**src/hw/sidt_pkg.sv**
```systemverilog
package sidt_pkg;

  localparam int unsigned UFRAMES    = 8;
  localparam int unsigned UF_IDX_W   = 3;
  localparam int unsigned BYTE_W     = 8;
  localparam int unsigned RESULT_W   = 3;
  localparam int unsigned FRAME_W    = 5;
  localparam int unsigned ADDR_W     = 8;
  localparam int unsigned DATA_W     = 32;
  localparam int unsigned IRQ_W      = 3;

  // register byte offsets
  localparam logic [ADDR_W-1:0] OFF_CTRL     = 8'h00;
  localparam logic [ADDR_W-1:0] OFF_SMASK    = 8'h04;
  localparam logic [ADDR_W-1:0] OFF_CMASK    = 8'h08;
  localparam logic [ADDR_W-1:0] OFF_DW4      = 8'h0c;
  localparam logic [ADDR_W-1:0] OFF_DW5      = 8'h10;
  localparam logic [ADDR_W-1:0] OFF_DW6      = 8'h14;
  localparam logic [ADDR_W-1:0] OFF_DW7      = 8'h18;
  localparam logic [ADDR_W-1:0] OFF_IRQ_STAT = 8'h1c;
  localparam logic [ADDR_W-1:0] OFF_IRQ_CLR  = 8'h20;
  localparam logic [ADDR_W-1:0] OFF_IRQ_EN   = 8'h24;

  // control register fields
  localparam int unsigned CTRL_EN_BIT    = 0;
  localparam int unsigned CTRL_IN_BIT    = 1;
  localparam int unsigned CTRL_FRAME_LSB = 8;

  // descriptor word field positions
  localparam int unsigned DW4_SMASK_LSB  = 0;
  localparam int unsigned DW4_RESULT_LSB = 8;
  localparam int unsigned DW5_CMASK_LSB  = 0;
  localparam int unsigned DW5_RX0_LSB    = 8;
  localparam int unsigned DW6_RX3_LSB    = 0;
  localparam int unsigned DW7_RX7_LSB    = 0;
  localparam int unsigned UF_DW5_LAST    = 2;
  localparam int unsigned UF_DW6_LAST    = 6;

  // per-microframe result bits
  localparam int unsigned RES_XERR_BIT     = 0;
  localparam int unsigned RES_BABBLE_BIT   = 1;
  localparam int unsigned RES_UNDERRUN_BIT = 2;

  // event bits
  localparam int unsigned IRQ_SS_BIT  = 0;
  localparam int unsigned IRQ_CS_BIT  = 1;
  localparam int unsigned IRQ_ERR_BIT = 2;

  localparam logic [DATA_W-1:0] RESET_WORD = 32'h0000_0000;

  typedef struct packed {
    logic                                      enable;
    logic                                      dir_in;
    logic [FRAME_W-1:0]                        frame_target;
    logic [UFRAMES-1:0]                        smask;
    logic [UFRAMES-1:0]                        cmask;
    logic [UFRAMES-1:0][BYTE_W-1:0]            rx_byte;
    logic [UFRAMES-1:0][RESULT_W-1:0]          result;
    logic [UF_IDX_W-1:0]                       cur_uframe;
    logic                                      cur_match;
    logic                                      ss_issue;
    logic                                      cs_issue;
    logic [UF_IDX_W-1:0]                       issue_uframe;
    logic                                      pready;
    logic                                      pslverr;
    logic [DATA_W-1:0]                         prdata;
  } sidt_state_t;

  typedef struct packed {
    logic [IRQ_W-1:0] status;
    logic [IRQ_W-1:0] enable;
    logic             irq;
  } sidt_irq_state_t;

endpackage

```
**src/hw/sidt_irq.sv**
```systemverilog
`timescale 1ns/1ps
module sidt_irq #(
  parameter int unsigned W = sidt_pkg::IRQ_W
) (
  input  wire logic         pclk,
  input  wire logic         presetn,
  input  wire logic [W-1:0] event_set,
  input  wire logic         clr_wr,
  input  wire logic [W-1:0] clr_bits,
  input  wire logic         en_wr,
  input  wire logic [W-1:0] en_bits,
  output logic      [W-1:0] status,
  output logic      [W-1:0] enable,
  output logic              irq
);

  sidt_pkg::sidt_irq_state_t st_reg;
  sidt_pkg::sidt_irq_state_t st_next;

  always_comb
  begin
    // a new event wins over a clear in the same cycle
    st_next.status = (st_reg.status & ~(clr_wr ? clr_bits : '0)) | event_set;
    st_next.enable = en_wr ? en_bits : st_reg.enable;
    st_next.irq    = |(st_next.status & st_next.enable);
  end

  always_ff @(posedge pclk or negedge presetn)
  begin
    if (!presetn)
    begin
      st_reg <= '0;
    end
    else
    begin
      st_reg <= st_next;
    end
  end

  assign status = st_reg.status;
  assign enable = st_reg.enable;
  assign irq    = st_reg.irq;
endmodule

```
**src/hw/sidt_tracker.sv**
```systemverilog
`timescale 1ns/1ps
// How it works
// - a byte received in microframe n is stored in received-byte field n only when start-split bit n is set and the frame matches.
// - each received-byte field is simply overwritten by every new reception in its microframe.
// - software may only set complete-split bits, and the block clears a bit once that microframe's complete split is done.
// - complete splits are issued only in microframes whose complete-split bit is set, and only for IN transfers.
// - start mask 0000 0001 with complete mask 0000 0100 gives the start split in microframe 0 and the complete split in 2.
// - a three-bit result is written per microframe, microframe 7 at bits 31 to 29 and 6 at 28 to 26 of word 4.
// - result bit 0 is transaction error, bit 1 babble on IN only, bit 2 underrun on OUT only.
module sidt_tracker (
  input  wire logic                             pclk,
  input  wire logic                             presetn,
  input  wire logic                             psel,
  input  wire logic                             penable,
  input  wire logic                             pwrite,
  input  wire logic [sidt_pkg::ADDR_W-1:0]      paddr,
  input  wire logic [sidt_pkg::DATA_W-1:0]      pwdata,
  input  wire logic [sidt_pkg::DATA_W/8-1:0]    pstrb,
  output logic      [sidt_pkg::DATA_W-1:0]      prdata,
  output logic                                  pready,
  output logic                                  pslverr,
  input  wire logic                             uframe_start,
  input  wire logic [sidt_pkg::UF_IDX_W-1:0]    uframe_index,
  input  wire logic [sidt_pkg::FRAME_W-1:0]     frame_number,
  input  wire logic                             rx_valid,
  input  wire logic [sidt_pkg::BYTE_W-1:0]      rx_data,
  input  wire logic                             result_valid,
  input  wire logic [sidt_pkg::RESULT_W-1:0]    result_flags,
  input  wire logic                             cs_done,
  output logic                                  ss_issue,
  output logic                                  cs_issue,
  output logic      [sidt_pkg::UF_IDX_W-1:0]    issue_uframe,
  output logic                                  irq
);

  sidt_pkg::sidt_state_t         s_reg;
  sidt_pkg::sidt_state_t         s_next;
  logic [sidt_pkg::IRQ_W-1:0]    ev_set;
  logic [sidt_pkg::IRQ_W-1:0]    irq_status;
  logic [sidt_pkg::IRQ_W-1:0]    irq_enable;
  logic                          wr_acc;
  logic                          clr_wr;
  logic                          en_wr;
  logic                          rx_take;
  logic                          cs_take;
  logic [sidt_pkg::RESULT_W-1:0] res_word;
  logic [sidt_pkg::DATA_W-1:0]   wmask;

  function automatic logic addr_ok(input logic [sidt_pkg::ADDR_W-1:0] a);
    addr_ok = (a == sidt_pkg::OFF_CTRL)     || (a == sidt_pkg::OFF_SMASK)  ||
              (a == sidt_pkg::OFF_CMASK)    || (a == sidt_pkg::OFF_DW4)    ||
              (a == sidt_pkg::OFF_DW5)      || (a == sidt_pkg::OFF_DW6)    ||
              (a == sidt_pkg::OFF_DW7)      || (a == sidt_pkg::OFF_IRQ_STAT) ||
              (a == sidt_pkg::OFF_IRQ_CLR)  || (a == sidt_pkg::OFF_IRQ_EN);
  endfunction

  function automatic logic [sidt_pkg::DATA_W-1:0] lane_mask(input logic [sidt_pkg::DATA_W/8-1:0] st);
    logic [sidt_pkg::DATA_W-1:0] m;
    m = '0;
    for (int i = 0; i < sidt_pkg::DATA_W / 8; i++)
    begin
      m[i*8 +: 8] = {8{st[i]}};
    end
    lane_mask = m;
  endfunction

  function automatic logic [sidt_pkg::DATA_W-1:0] read_word(
    input sidt_pkg::sidt_state_t        st,
    input logic [sidt_pkg::ADDR_W-1:0]  a,
    input logic [sidt_pkg::IRQ_W-1:0]   ist,
    input logic [sidt_pkg::IRQ_W-1:0]   ien
  );
    logic [sidt_pkg::DATA_W-1:0] w;
    w = sidt_pkg::RESET_WORD;
    unique case (a)
      sidt_pkg::OFF_CTRL:
      begin
        w[sidt_pkg::CTRL_EN_BIT] = st.enable;
        w[sidt_pkg::CTRL_IN_BIT] = st.dir_in;
        w[sidt_pkg::CTRL_FRAME_LSB +: sidt_pkg::FRAME_W] = st.frame_target;
      end
      sidt_pkg::OFF_SMASK:    w[sidt_pkg::UFRAMES-1:0] = st.smask;
      sidt_pkg::OFF_CMASK:    w[sidt_pkg::UFRAMES-1:0] = st.cmask;
      sidt_pkg::OFF_DW4:
      begin
        w[sidt_pkg::DW4_SMASK_LSB +: sidt_pkg::UFRAMES] = st.smask;
        w[sidt_pkg::DW4_RESULT_LSB +: sidt_pkg::UFRAMES*sidt_pkg::RESULT_W] = st.result;
      end
      sidt_pkg::OFF_DW5:
      begin
        w[sidt_pkg::DW5_CMASK_LSB +: sidt_pkg::UFRAMES] = st.cmask;
        w[sidt_pkg::DW5_RX0_LSB +: 3*sidt_pkg::BYTE_W] = st.rx_byte[sidt_pkg::UF_DW5_LAST:0];
      end
      sidt_pkg::OFF_DW6:
        w[sidt_pkg::DW6_RX3_LSB +: 4*sidt_pkg::BYTE_W] = st.rx_byte[sidt_pkg::UF_DW6_LAST:sidt_pkg::UF_DW5_LAST+1];
      // only the microframe 7 byte is live, the rest stays zero
      sidt_pkg::OFF_DW7:
        w[sidt_pkg::DW7_RX7_LSB +: sidt_pkg::BYTE_W] = st.rx_byte[sidt_pkg::UFRAMES-1];
      sidt_pkg::OFF_IRQ_STAT: w[sidt_pkg::IRQ_W-1:0] = ist;
      sidt_pkg::OFF_IRQ_EN:   w[sidt_pkg::IRQ_W-1:0] = ien;
      default:                w = sidt_pkg::RESET_WORD;
    endcase
    read_word = w;
  endfunction

  assign wr_acc  = psel && penable && s_reg.pready && pwrite;
  assign clr_wr  = wr_acc && (paddr == sidt_pkg::OFF_IRQ_CLR);
  assign en_wr   = wr_acc && (paddr == sidt_pkg::OFF_IRQ_EN);
  assign wmask   = lane_mask(pstrb);
  // babble only counts on IN, underrun only on OUT
  assign res_word = {result_flags[sidt_pkg::RES_UNDERRUN_BIT] & ~s_reg.dir_in,
                     result_flags[sidt_pkg::RES_BABBLE_BIT] & s_reg.dir_in,
                     result_flags[sidt_pkg::RES_XERR_BIT]};
  assign rx_take = rx_valid && s_reg.cur_match && s_reg.smask[s_reg.cur_uframe];
  assign cs_take = cs_done && s_reg.cur_match && s_reg.dir_in && s_reg.cmask[s_reg.cur_uframe];

  always_comb
  begin
    s_next          = s_reg;
    s_next.ss_issue = 1'b0;
    s_next.cs_issue = 1'b0;
    s_next.pready   = 1'b0;
    s_next.pslverr  = 1'b0;
    ev_set          = '0;

    if (uframe_start)
    begin
      s_next.cur_uframe = uframe_index;
      s_next.cur_match  = s_reg.enable && (frame_number == s_reg.frame_target);
      if (s_next.cur_match && s_reg.smask[uframe_index])
      begin
        s_next.ss_issue     = 1'b1;
        s_next.issue_uframe = uframe_index;
        ev_set[sidt_pkg::IRQ_SS_BIT] = 1'b1;
      end
      if (s_next.cur_match && s_reg.dir_in && s_reg.cmask[uframe_index])
      begin
        s_next.cs_issue     = 1'b1;
        s_next.issue_uframe = uframe_index;
      end
    end

    // plain overwrite, the previous byte is not kept
    if (rx_take)
    begin
      s_next.rx_byte[s_reg.cur_uframe] = rx_data;
    end

    if (result_valid && s_reg.cur_match)
    begin
      s_next.result[s_reg.cur_uframe] = res_word;
      ev_set[sidt_pkg::IRQ_ERR_BIT] = |res_word;
    end

    if (cs_take)
    begin
      s_next.cmask[s_reg.cur_uframe] = 1'b0;
      ev_set[sidt_pkg::IRQ_CS_BIT] = 1'b1;
    end

    if (wr_acc)
    begin
      unique case (paddr)
        sidt_pkg::OFF_CTRL:
        begin
          if (pstrb[0])
          begin
            s_next.enable = pwdata[sidt_pkg::CTRL_EN_BIT];
            s_next.dir_in = pwdata[sidt_pkg::CTRL_IN_BIT];
          end
          if (pstrb[1])
          begin
            s_next.frame_target = pwdata[sidt_pkg::CTRL_FRAME_LSB +: sidt_pkg::FRAME_W];
          end
        end
        sidt_pkg::OFF_SMASK:
          s_next.smask = pstrb[0] ? pwdata[sidt_pkg::UFRAMES-1:0] : s_reg.smask;
        // software only sets bits; applied after the clear so a set in the same cycle wins
        sidt_pkg::OFF_CMASK:
          s_next.cmask = s_next.cmask | (pwdata[sidt_pkg::UFRAMES-1:0] & wmask[sidt_pkg::UFRAMES-1:0]);
        default:
        begin
          // descriptor words are hardware written; word 7 upper bits always read as zero
        end
      endcase
    end

    if (psel && !penable)
    begin
      s_next.pready  = 1'b1;
      s_next.pslverr = !addr_ok(paddr);
      s_next.prdata  = pwrite ? sidt_pkg::RESET_WORD : read_word(s_reg, paddr, irq_status, irq_enable);
    end
  end

  always_ff @(posedge pclk or negedge presetn)
  begin
    if (!presetn)
    begin
      s_reg <= '0;
    end
    else
    begin
      s_reg <= s_next;
    end
  end

  sidt_irq #(
    .W (sidt_pkg::IRQ_W)
  ) u_irq (
    .pclk      (pclk),
    .presetn   (presetn),
    .event_set (ev_set),
    .clr_wr    (clr_wr),
    .clr_bits  (pwdata[sidt_pkg::IRQ_W-1:0]),
    .en_wr     (en_wr),
    .en_bits   (pwdata[sidt_pkg::IRQ_W-1:0]),
    .status    (irq_status),
    .enable    (irq_enable),
    .irq       (irq)
  );

  assign prdata       = s_reg.prdata;
  assign pready       = s_reg.pready;
  assign pslverr      = s_reg.pslverr;
  assign ss_issue     = s_reg.ss_issue;
  assign cs_issue     = s_reg.cs_issue;
  assign issue_uframe = s_reg.issue_uframe;
endmodule

```
**config.mk**
```make
export PLATFORM = sky130hd
export DESIGN_NAME = sidt_tracker
export DESIGN_NICKNAME = d
export VERILOG_FILES = /design/src/hw/sidt_pkg.sv /design/src/hw/sidt_irq.sv /design/src/hw/sidt_tracker.sv
export SDC_FILE = /design/constraint.sdc
export NUM_CORES = 1
export LEC_CHECK = 0
export ABC_CLOCK_PERIOD_IN_PS = 2300
export BUFFER_PORTS_ARGS = -buffer_cell sky130_fd_sc_hd__buf_4
export CORE_UTILIZATION = 57
export DETAILED_ROUTE_END_ITERATION = 12
export PLACE_DENSITY = 0.86
export SETUP_SLACK_MARGIN = 0.02
export SLEW_MARGIN = 20
export SYNTH_ARGS = -nofsm -noshare
export SYNTH_HDL_FRONTEND = slang
export SYNTH_SLANG_ARGS = --single-unit
```
**constraint.sdc**
```tcl
create_clock -name pclk -period 2.3 [get_ports pclk]
set_input_delay 0.115 -clock pclk [delete_from_list [all_inputs] [get_ports pclk]]
set_output_delay 0.115 -clock pclk [all_outputs]
set_load 0.05 [all_outputs]
```
After elaboration in Yosys (flattened, before gate mapping)
Index checks and enable logic that the tools add are counted.
Storage, ports and cells
  flip-flop bits (word level): 161
  bits of input ports: 72
  output and inout port bits: 40
  word-level logic and storage cells: 129
Operators by class
  $lt $le $gt $ge: 3
  equal/unequal tests: 10
  mux-type cells: 35
  bitwise logic cells: 11
  reduce and logical (&&, ||, !) cells: 38
Operators with widths (number)
  $bwmux W64: 1
  $pmux W19 S3: 1
  $pmux W5 S4: 2
  $mux W34: 1
  $eq A8 B5 Y1 const B: 4
  $mux W32: 1
  $mux W8: 4
  $bwmux W24: 1
  $demux W8 S3: 1
  $logic_and A1 B1 Y1: 17
  $and A8 B8 Y8: 2
  $eq A8 B4 Y1 const B: 2
  $eq A8 B6 Y1 const B: 2
  $pmux W2 S7: 1
  $bmux W1 S3: 4
  $mux W3: 4
  $demux W3 S3: 1
  $logic_or A1 B1 Y1: 9
  $mux W1: 9
  $reduce_and A3 Y1: 3
  $eq A8 B3 Y1 const B: 1
  $logic_not A8 Y1: 1
  $lt A3 B4 Y1 const B: 2
  $not A8 Y8: 1
  17 further kinds: 22

Logic depth before layout (Yosys ltp)
  word-level depth: 12
  gate-level depth with buffers: 7
  gate-level depth less buffers: 5

Modules after synthesis
From an unflattened synthesis, not the netlist that was laid out.
Second synthesis, totals
  cells, all modules: 638
  area total of the unflattened synthesis: 7757.4 um2
By module, submodules not included
  sidt_tracker: instances 1, cells an instance 620, area an instance 7487.2 um2, seq. area each 3853.7 um2
  sidt_irq: instances 1, cells an instance 18, area an instance 270.3 um2, seq. area each 175.2 um2

Least setup slack after synthesis
OpenSTA, ideal clock, no wires.
  kind: register to register
  from: register s_reg[40] (netlist name)
  to: register s_reg[107] (netlist name)
  setup time: 0.125 ns
  arrival time: 1.972 ns
  required time: 2.175 ns
  slack: 0.203 ns
  cell stages (with the launch flop): 7
  buffers on the path: 1
  period minus slack after synthesis: 2.097 ns
  cell sequence: dfrtp_1 -> buf_2 -> or3b_2 -> a21oi_1 -> o41ai_2 -> nor3_4 -> mux2_2
Between the ends
  longest elaborated chain between the ends: 5
  elaborated cells on any way between the ends: 9
  those cells by class: 2 x order compare; 5 x mux; 2 x reduce/logical
RTL lines
  from (decl): RTL line sidt_tracker.sv:36  | sidt_pkg::sidt_state_t s_reg;
  from (signal assigned): RTL line sidt_tracker.sv:204  | s_reg <= s_next;
  $lt A3 B4 Y1 (not written as such) / $ge A3 B1 Y1 (equally long branches): RTL line sidt_tracker.sv:146  | s_next.rx_byte[s_reg.cur_uframe] = rx_data;
  $logic_and A1 B1 Y1 (not written as such): RTL line sidt_tracker.sv:146
  $mux W8 (not written as such): RTL line sidt_tracker.sv:146
  $demux W8 S3: RTL line sidt_tracker.sv:146
  $bwmux W64: RTL line sidt_tracker.sv:146
Several ways; a longest one is shown, not always the timed one. The select of a mux whose other input is x is not followed.
A chain may end at the register's enable or synchronous reset.

Final worst setup path
  from: register s_reg[41] (netlist name)
  to: register s_reg[104] (netlist name)
Same word-level chain as after synthesis.

==> results.txt <==
----------------------------------------------------
[Synthesis]
  Syn Inst Count ... 603
  Average cell area after synthesis ... 12.4 µm²
  List of most frequent post-synthesis cells ... 161 x sky130_fd_sc_hd__dfrtp_1, 113 x sky130_fd_sc_hd__mux2_2, 61 x sky130_fd_sc_hd__nand2_1
  Total number of yosys warnings ... 0
  Sequential share of the synthesized area ... 53.7%
  Number of flip-flops and latches in the synthesized netlist ... 161
  Yosys cell types ... 56
  Number of enable flip-flop cells after synthesis ... 0
  Fraction of synthesized cell area taken by the top area cell type ... 53.7%
  Combined area of all synthesized cells ... 7500 µm²
  Post-synth top area cell ... sky130_fd_sc_hd__dfrtp_1
  Post-synthesis async set-or-reset flop share ... 100%
  Library cell with the highest instance count after synthesis ... sky130_fd_sc_hd__dfrtp_1
  Most common flop cell mapped by yosys ... sky130_fd_sc_hd__dfrtp_1
  Top area cells in the synthesized netlist ... sky130_fd_sc_hd__dfrtp_1 54%, sky130_fd_sc_hd__mux2_2 17%, sky130_fd_sc_hd__buf_4 3.5%, sky130_fd_sc_hd__nand2_1 3.1%, sky130_fd_sc_hd__a222oi_1 2.5%
  Syn_nets ... 675

[GRT]
  Via count of the first global-routing pass ... 5,635
  Initial antenna violation count ... 0
  Global-route wire length before repair ... 30,000 µm
  Largest net degree at the start of global routing ... 70
  GRT Residual Overflow ... 0
  GRT Overall Usage ... 30.1%

[Die]
  Die Outline Area ... 13,600 µm²
  Standard-cell rows ... 41
  Area of the core region ... 12,700 µm²
  Width of the die ... 117 µm
  Initial core utilization ... 59.0%
  I/O pin total ... 112
  Height of the die ... 117 µm

[Routing]
  Total length of routed wires ... 19,100 µm
  Vias ... 5,532
  Iteration count of the initial detailed-routing pass ... 5
  Number of routed nets with antenna violations ... 0
  Starting DRT DRC Count ... 529
  Average detailed-routed wire length per instance ... 21.7 µm
  Number of design rule violations left after detail routing ... 0
  Routed vias/inst ... 6.28

[Finish]
  Area growth from synthesis to layout ... 21.6%
  Share of post-route cells with drive strength above 1 ... 40.8%
  Final instance count without filler cells ... 881
  Final-stage net count ... 768
  Final design utilization ... 71.7%
  Count of fill cells added during filler insertion ... 859
  Number of flip-flops under the largest register name ... 115
  Number of antenna diodes ... 0

[Timing]
  Worst hold margin ... 0.0147 ns
  Transition time at the pin with the least slew margin ... 0.663 ns
  Count of final hold-check violations ... 0
  RSZ-0062 raised after global routing ... no
  Final setup fails ... 0
  Period Utilization, post-route ... 97.1%
  Number of pins exceeding their max-slew limit in the final report ... 0
  Highest achievable clock rate ... 448 MHz
  Min Clock Period, post-route ... 2.23 ns
  Remaining max-slew budget at the tightest pin ... 55.7%
  Worst setup skew after layout ... 0.00817 ns

[Placement]
  Placed cells ... 831
  Number of port buffers ... 90
  Final HPWL from detailed placement ... 12,900 µm
  GP Congestion ... 0.875

[CTS]
  Clock tree from TritonCTS ... done
  Clock-pin slew reported for the worst setup and hold paths after clock tree synthesis ... 0.06 ns
  Number of H-tree branching levels ... 4
  Clock Tree Root ... sky130_fd_sc_hd__clkbuf_16
  CTS buffer count ... 17
  Clk sinks ... 161
  Max clock buf depth ... 2
  Clk_lat worst skew ... 0.43 ns

[Outcome]
  Run status ... finished clean

[Power]
  Leakage power figure ... 4.34 nW
  Pwr dens ... 653 nW/µm²
  Worst-case vdd ir drop ... 0.000461 V

[Critical path]
  Max stage delay on crit path ... 0.50 ns
  Cell Chain, Critical Path ... or3b_2, a21oi_4, o41a_1, nand3_1, buf_4, mux2_2
  Critical-path maximum fanout ... 9
  Worst Setup Start Kind ... register
  Category of the worst setup path capture point ... register
  Critical Path Slowest Stage Cell ... sky130_fd_sc_hd__or3b_2
  Arrival @ worst endpoint ... 2.54 ns
  Worst EP required ... 2.61 ns
  Critical setup path kind ... register to register

[Min path]
  Tightest Hold Check Type ... primary input to register

[Job]
  Count of max-cap constraint violations ... 0

----------------------------------------------------
## layer usage
metal	vias to the layer above	global-route usage (%)	share of wire, %
li1	2400	-	-
met1	2751	38.0	41
met2	323	49.8	49
met3	58	6.23	7.1
met4	0	14.2	3.3
met5	-	0	0
## final timing paths
kind	end	startpoint	depth (start not counted)	slack, ns
hold reg to reg	prdata[5]	prdata[5]	2	0.48
hold / removal	s_reg[41]	uframe_index[1]	2	0.01
max in group asynchronous	s_reg[41]	presetn	3	1.24
min in group asynchronous	s_reg[150]	presetn	2	0.26
setup reg to reg	s_reg[104]	s_reg[41]	6	0.07
setup / recovery	s_reg[104]	s_reg[41]	6	0.07
## logic make-up after synthesis
kind of cell,synth area share [%]
compound gates,11.7
mux,18.9
simple gates,9.74
xor+xnor,0.701
flops,53.7
buf+inv,5.27
## area by class of cell
class | count | area, µm² | share of cell area, %
sequential | 161 | 4030 | 44.2
multi-input combinational | 375 | 3150 | 34.5
timing repair buffer | 138 | 1150 | 12.6
clock buffer | 23 | 458 | 5.02
tap | 172 | 215 | 2.36
clock inverter | 9 | 109 | 1.19
inverter | 3 | 11.3 | 0.123
## through the flow
| stage | total power, mW | area [µm²] | setup WS, ns | setup TNS, ns |
|---|---|---|---|---|
| after global routing | 6.13 | 9120 | 0.0163 | 0 |
| after global placement | 3.24 | 8320 | 0.0596 | 0 |
| after CTS | 5.99 | 9080 | -0.0530 | -0.707 |
| after detailed placement | 3.25 | 8320 | -0.0427 | -0.513 |
| final | 5.96 | 9120 | 0.0675 | 0 |
| after floorplan | 3.04 | 7500 | 0.203 | 0 |
## what timing repair did
item | in CTS | in global routing
hold buffers | 18 | 0
setup buffers | 0 | 0
pin swaps | 0 | 2
endpoints found under the hold margin | 105 | 0
resized for setup | 3 | 11
setup endpoints to repair | 40 | 64
## report_power, final
part	leakage, nW	total [mW]	switching [mW]	internal, mW
clock network	0.263	2.73	1.10	1.62
registers	2.24	2.87	0.0171	2.85
logic	1.84	0.368	0.222	0.146
## critical path: cells and delay by family (launching register included)
family,cells,cell delay (ns)
simple gates,2,0.62
compound gates,2,0.54
flops,1,0.48
mux,1,0.29
buf+inv,1,0.19
## layout by cell type, fill, tap and decap left out, types with 13 or more instances in the layout
cell type / count
sky130_fd_sc_hd__a222oi_1: 19
sky130_fd_sc_hd__a22o_1: 14
sky130_fd_sc_hd__buf_4: 113
sky130_fd_sc_hd__clkbuf_16: 17
sky130_fd_sc_hd__dfrtp_1: 160
sky130_fd_sc_hd__dlygate4sd3_1: 18
sky130_fd_sc_hd__mux2_2: 113
sky130_fd_sc_hd__nand2_1: 58
sky130_fd_sc_hd__o21ai_0: 21
sky130_fd_sc_hd__o21ai_1: 13
No activity file was read; power rests on OpenSTA's default activity.
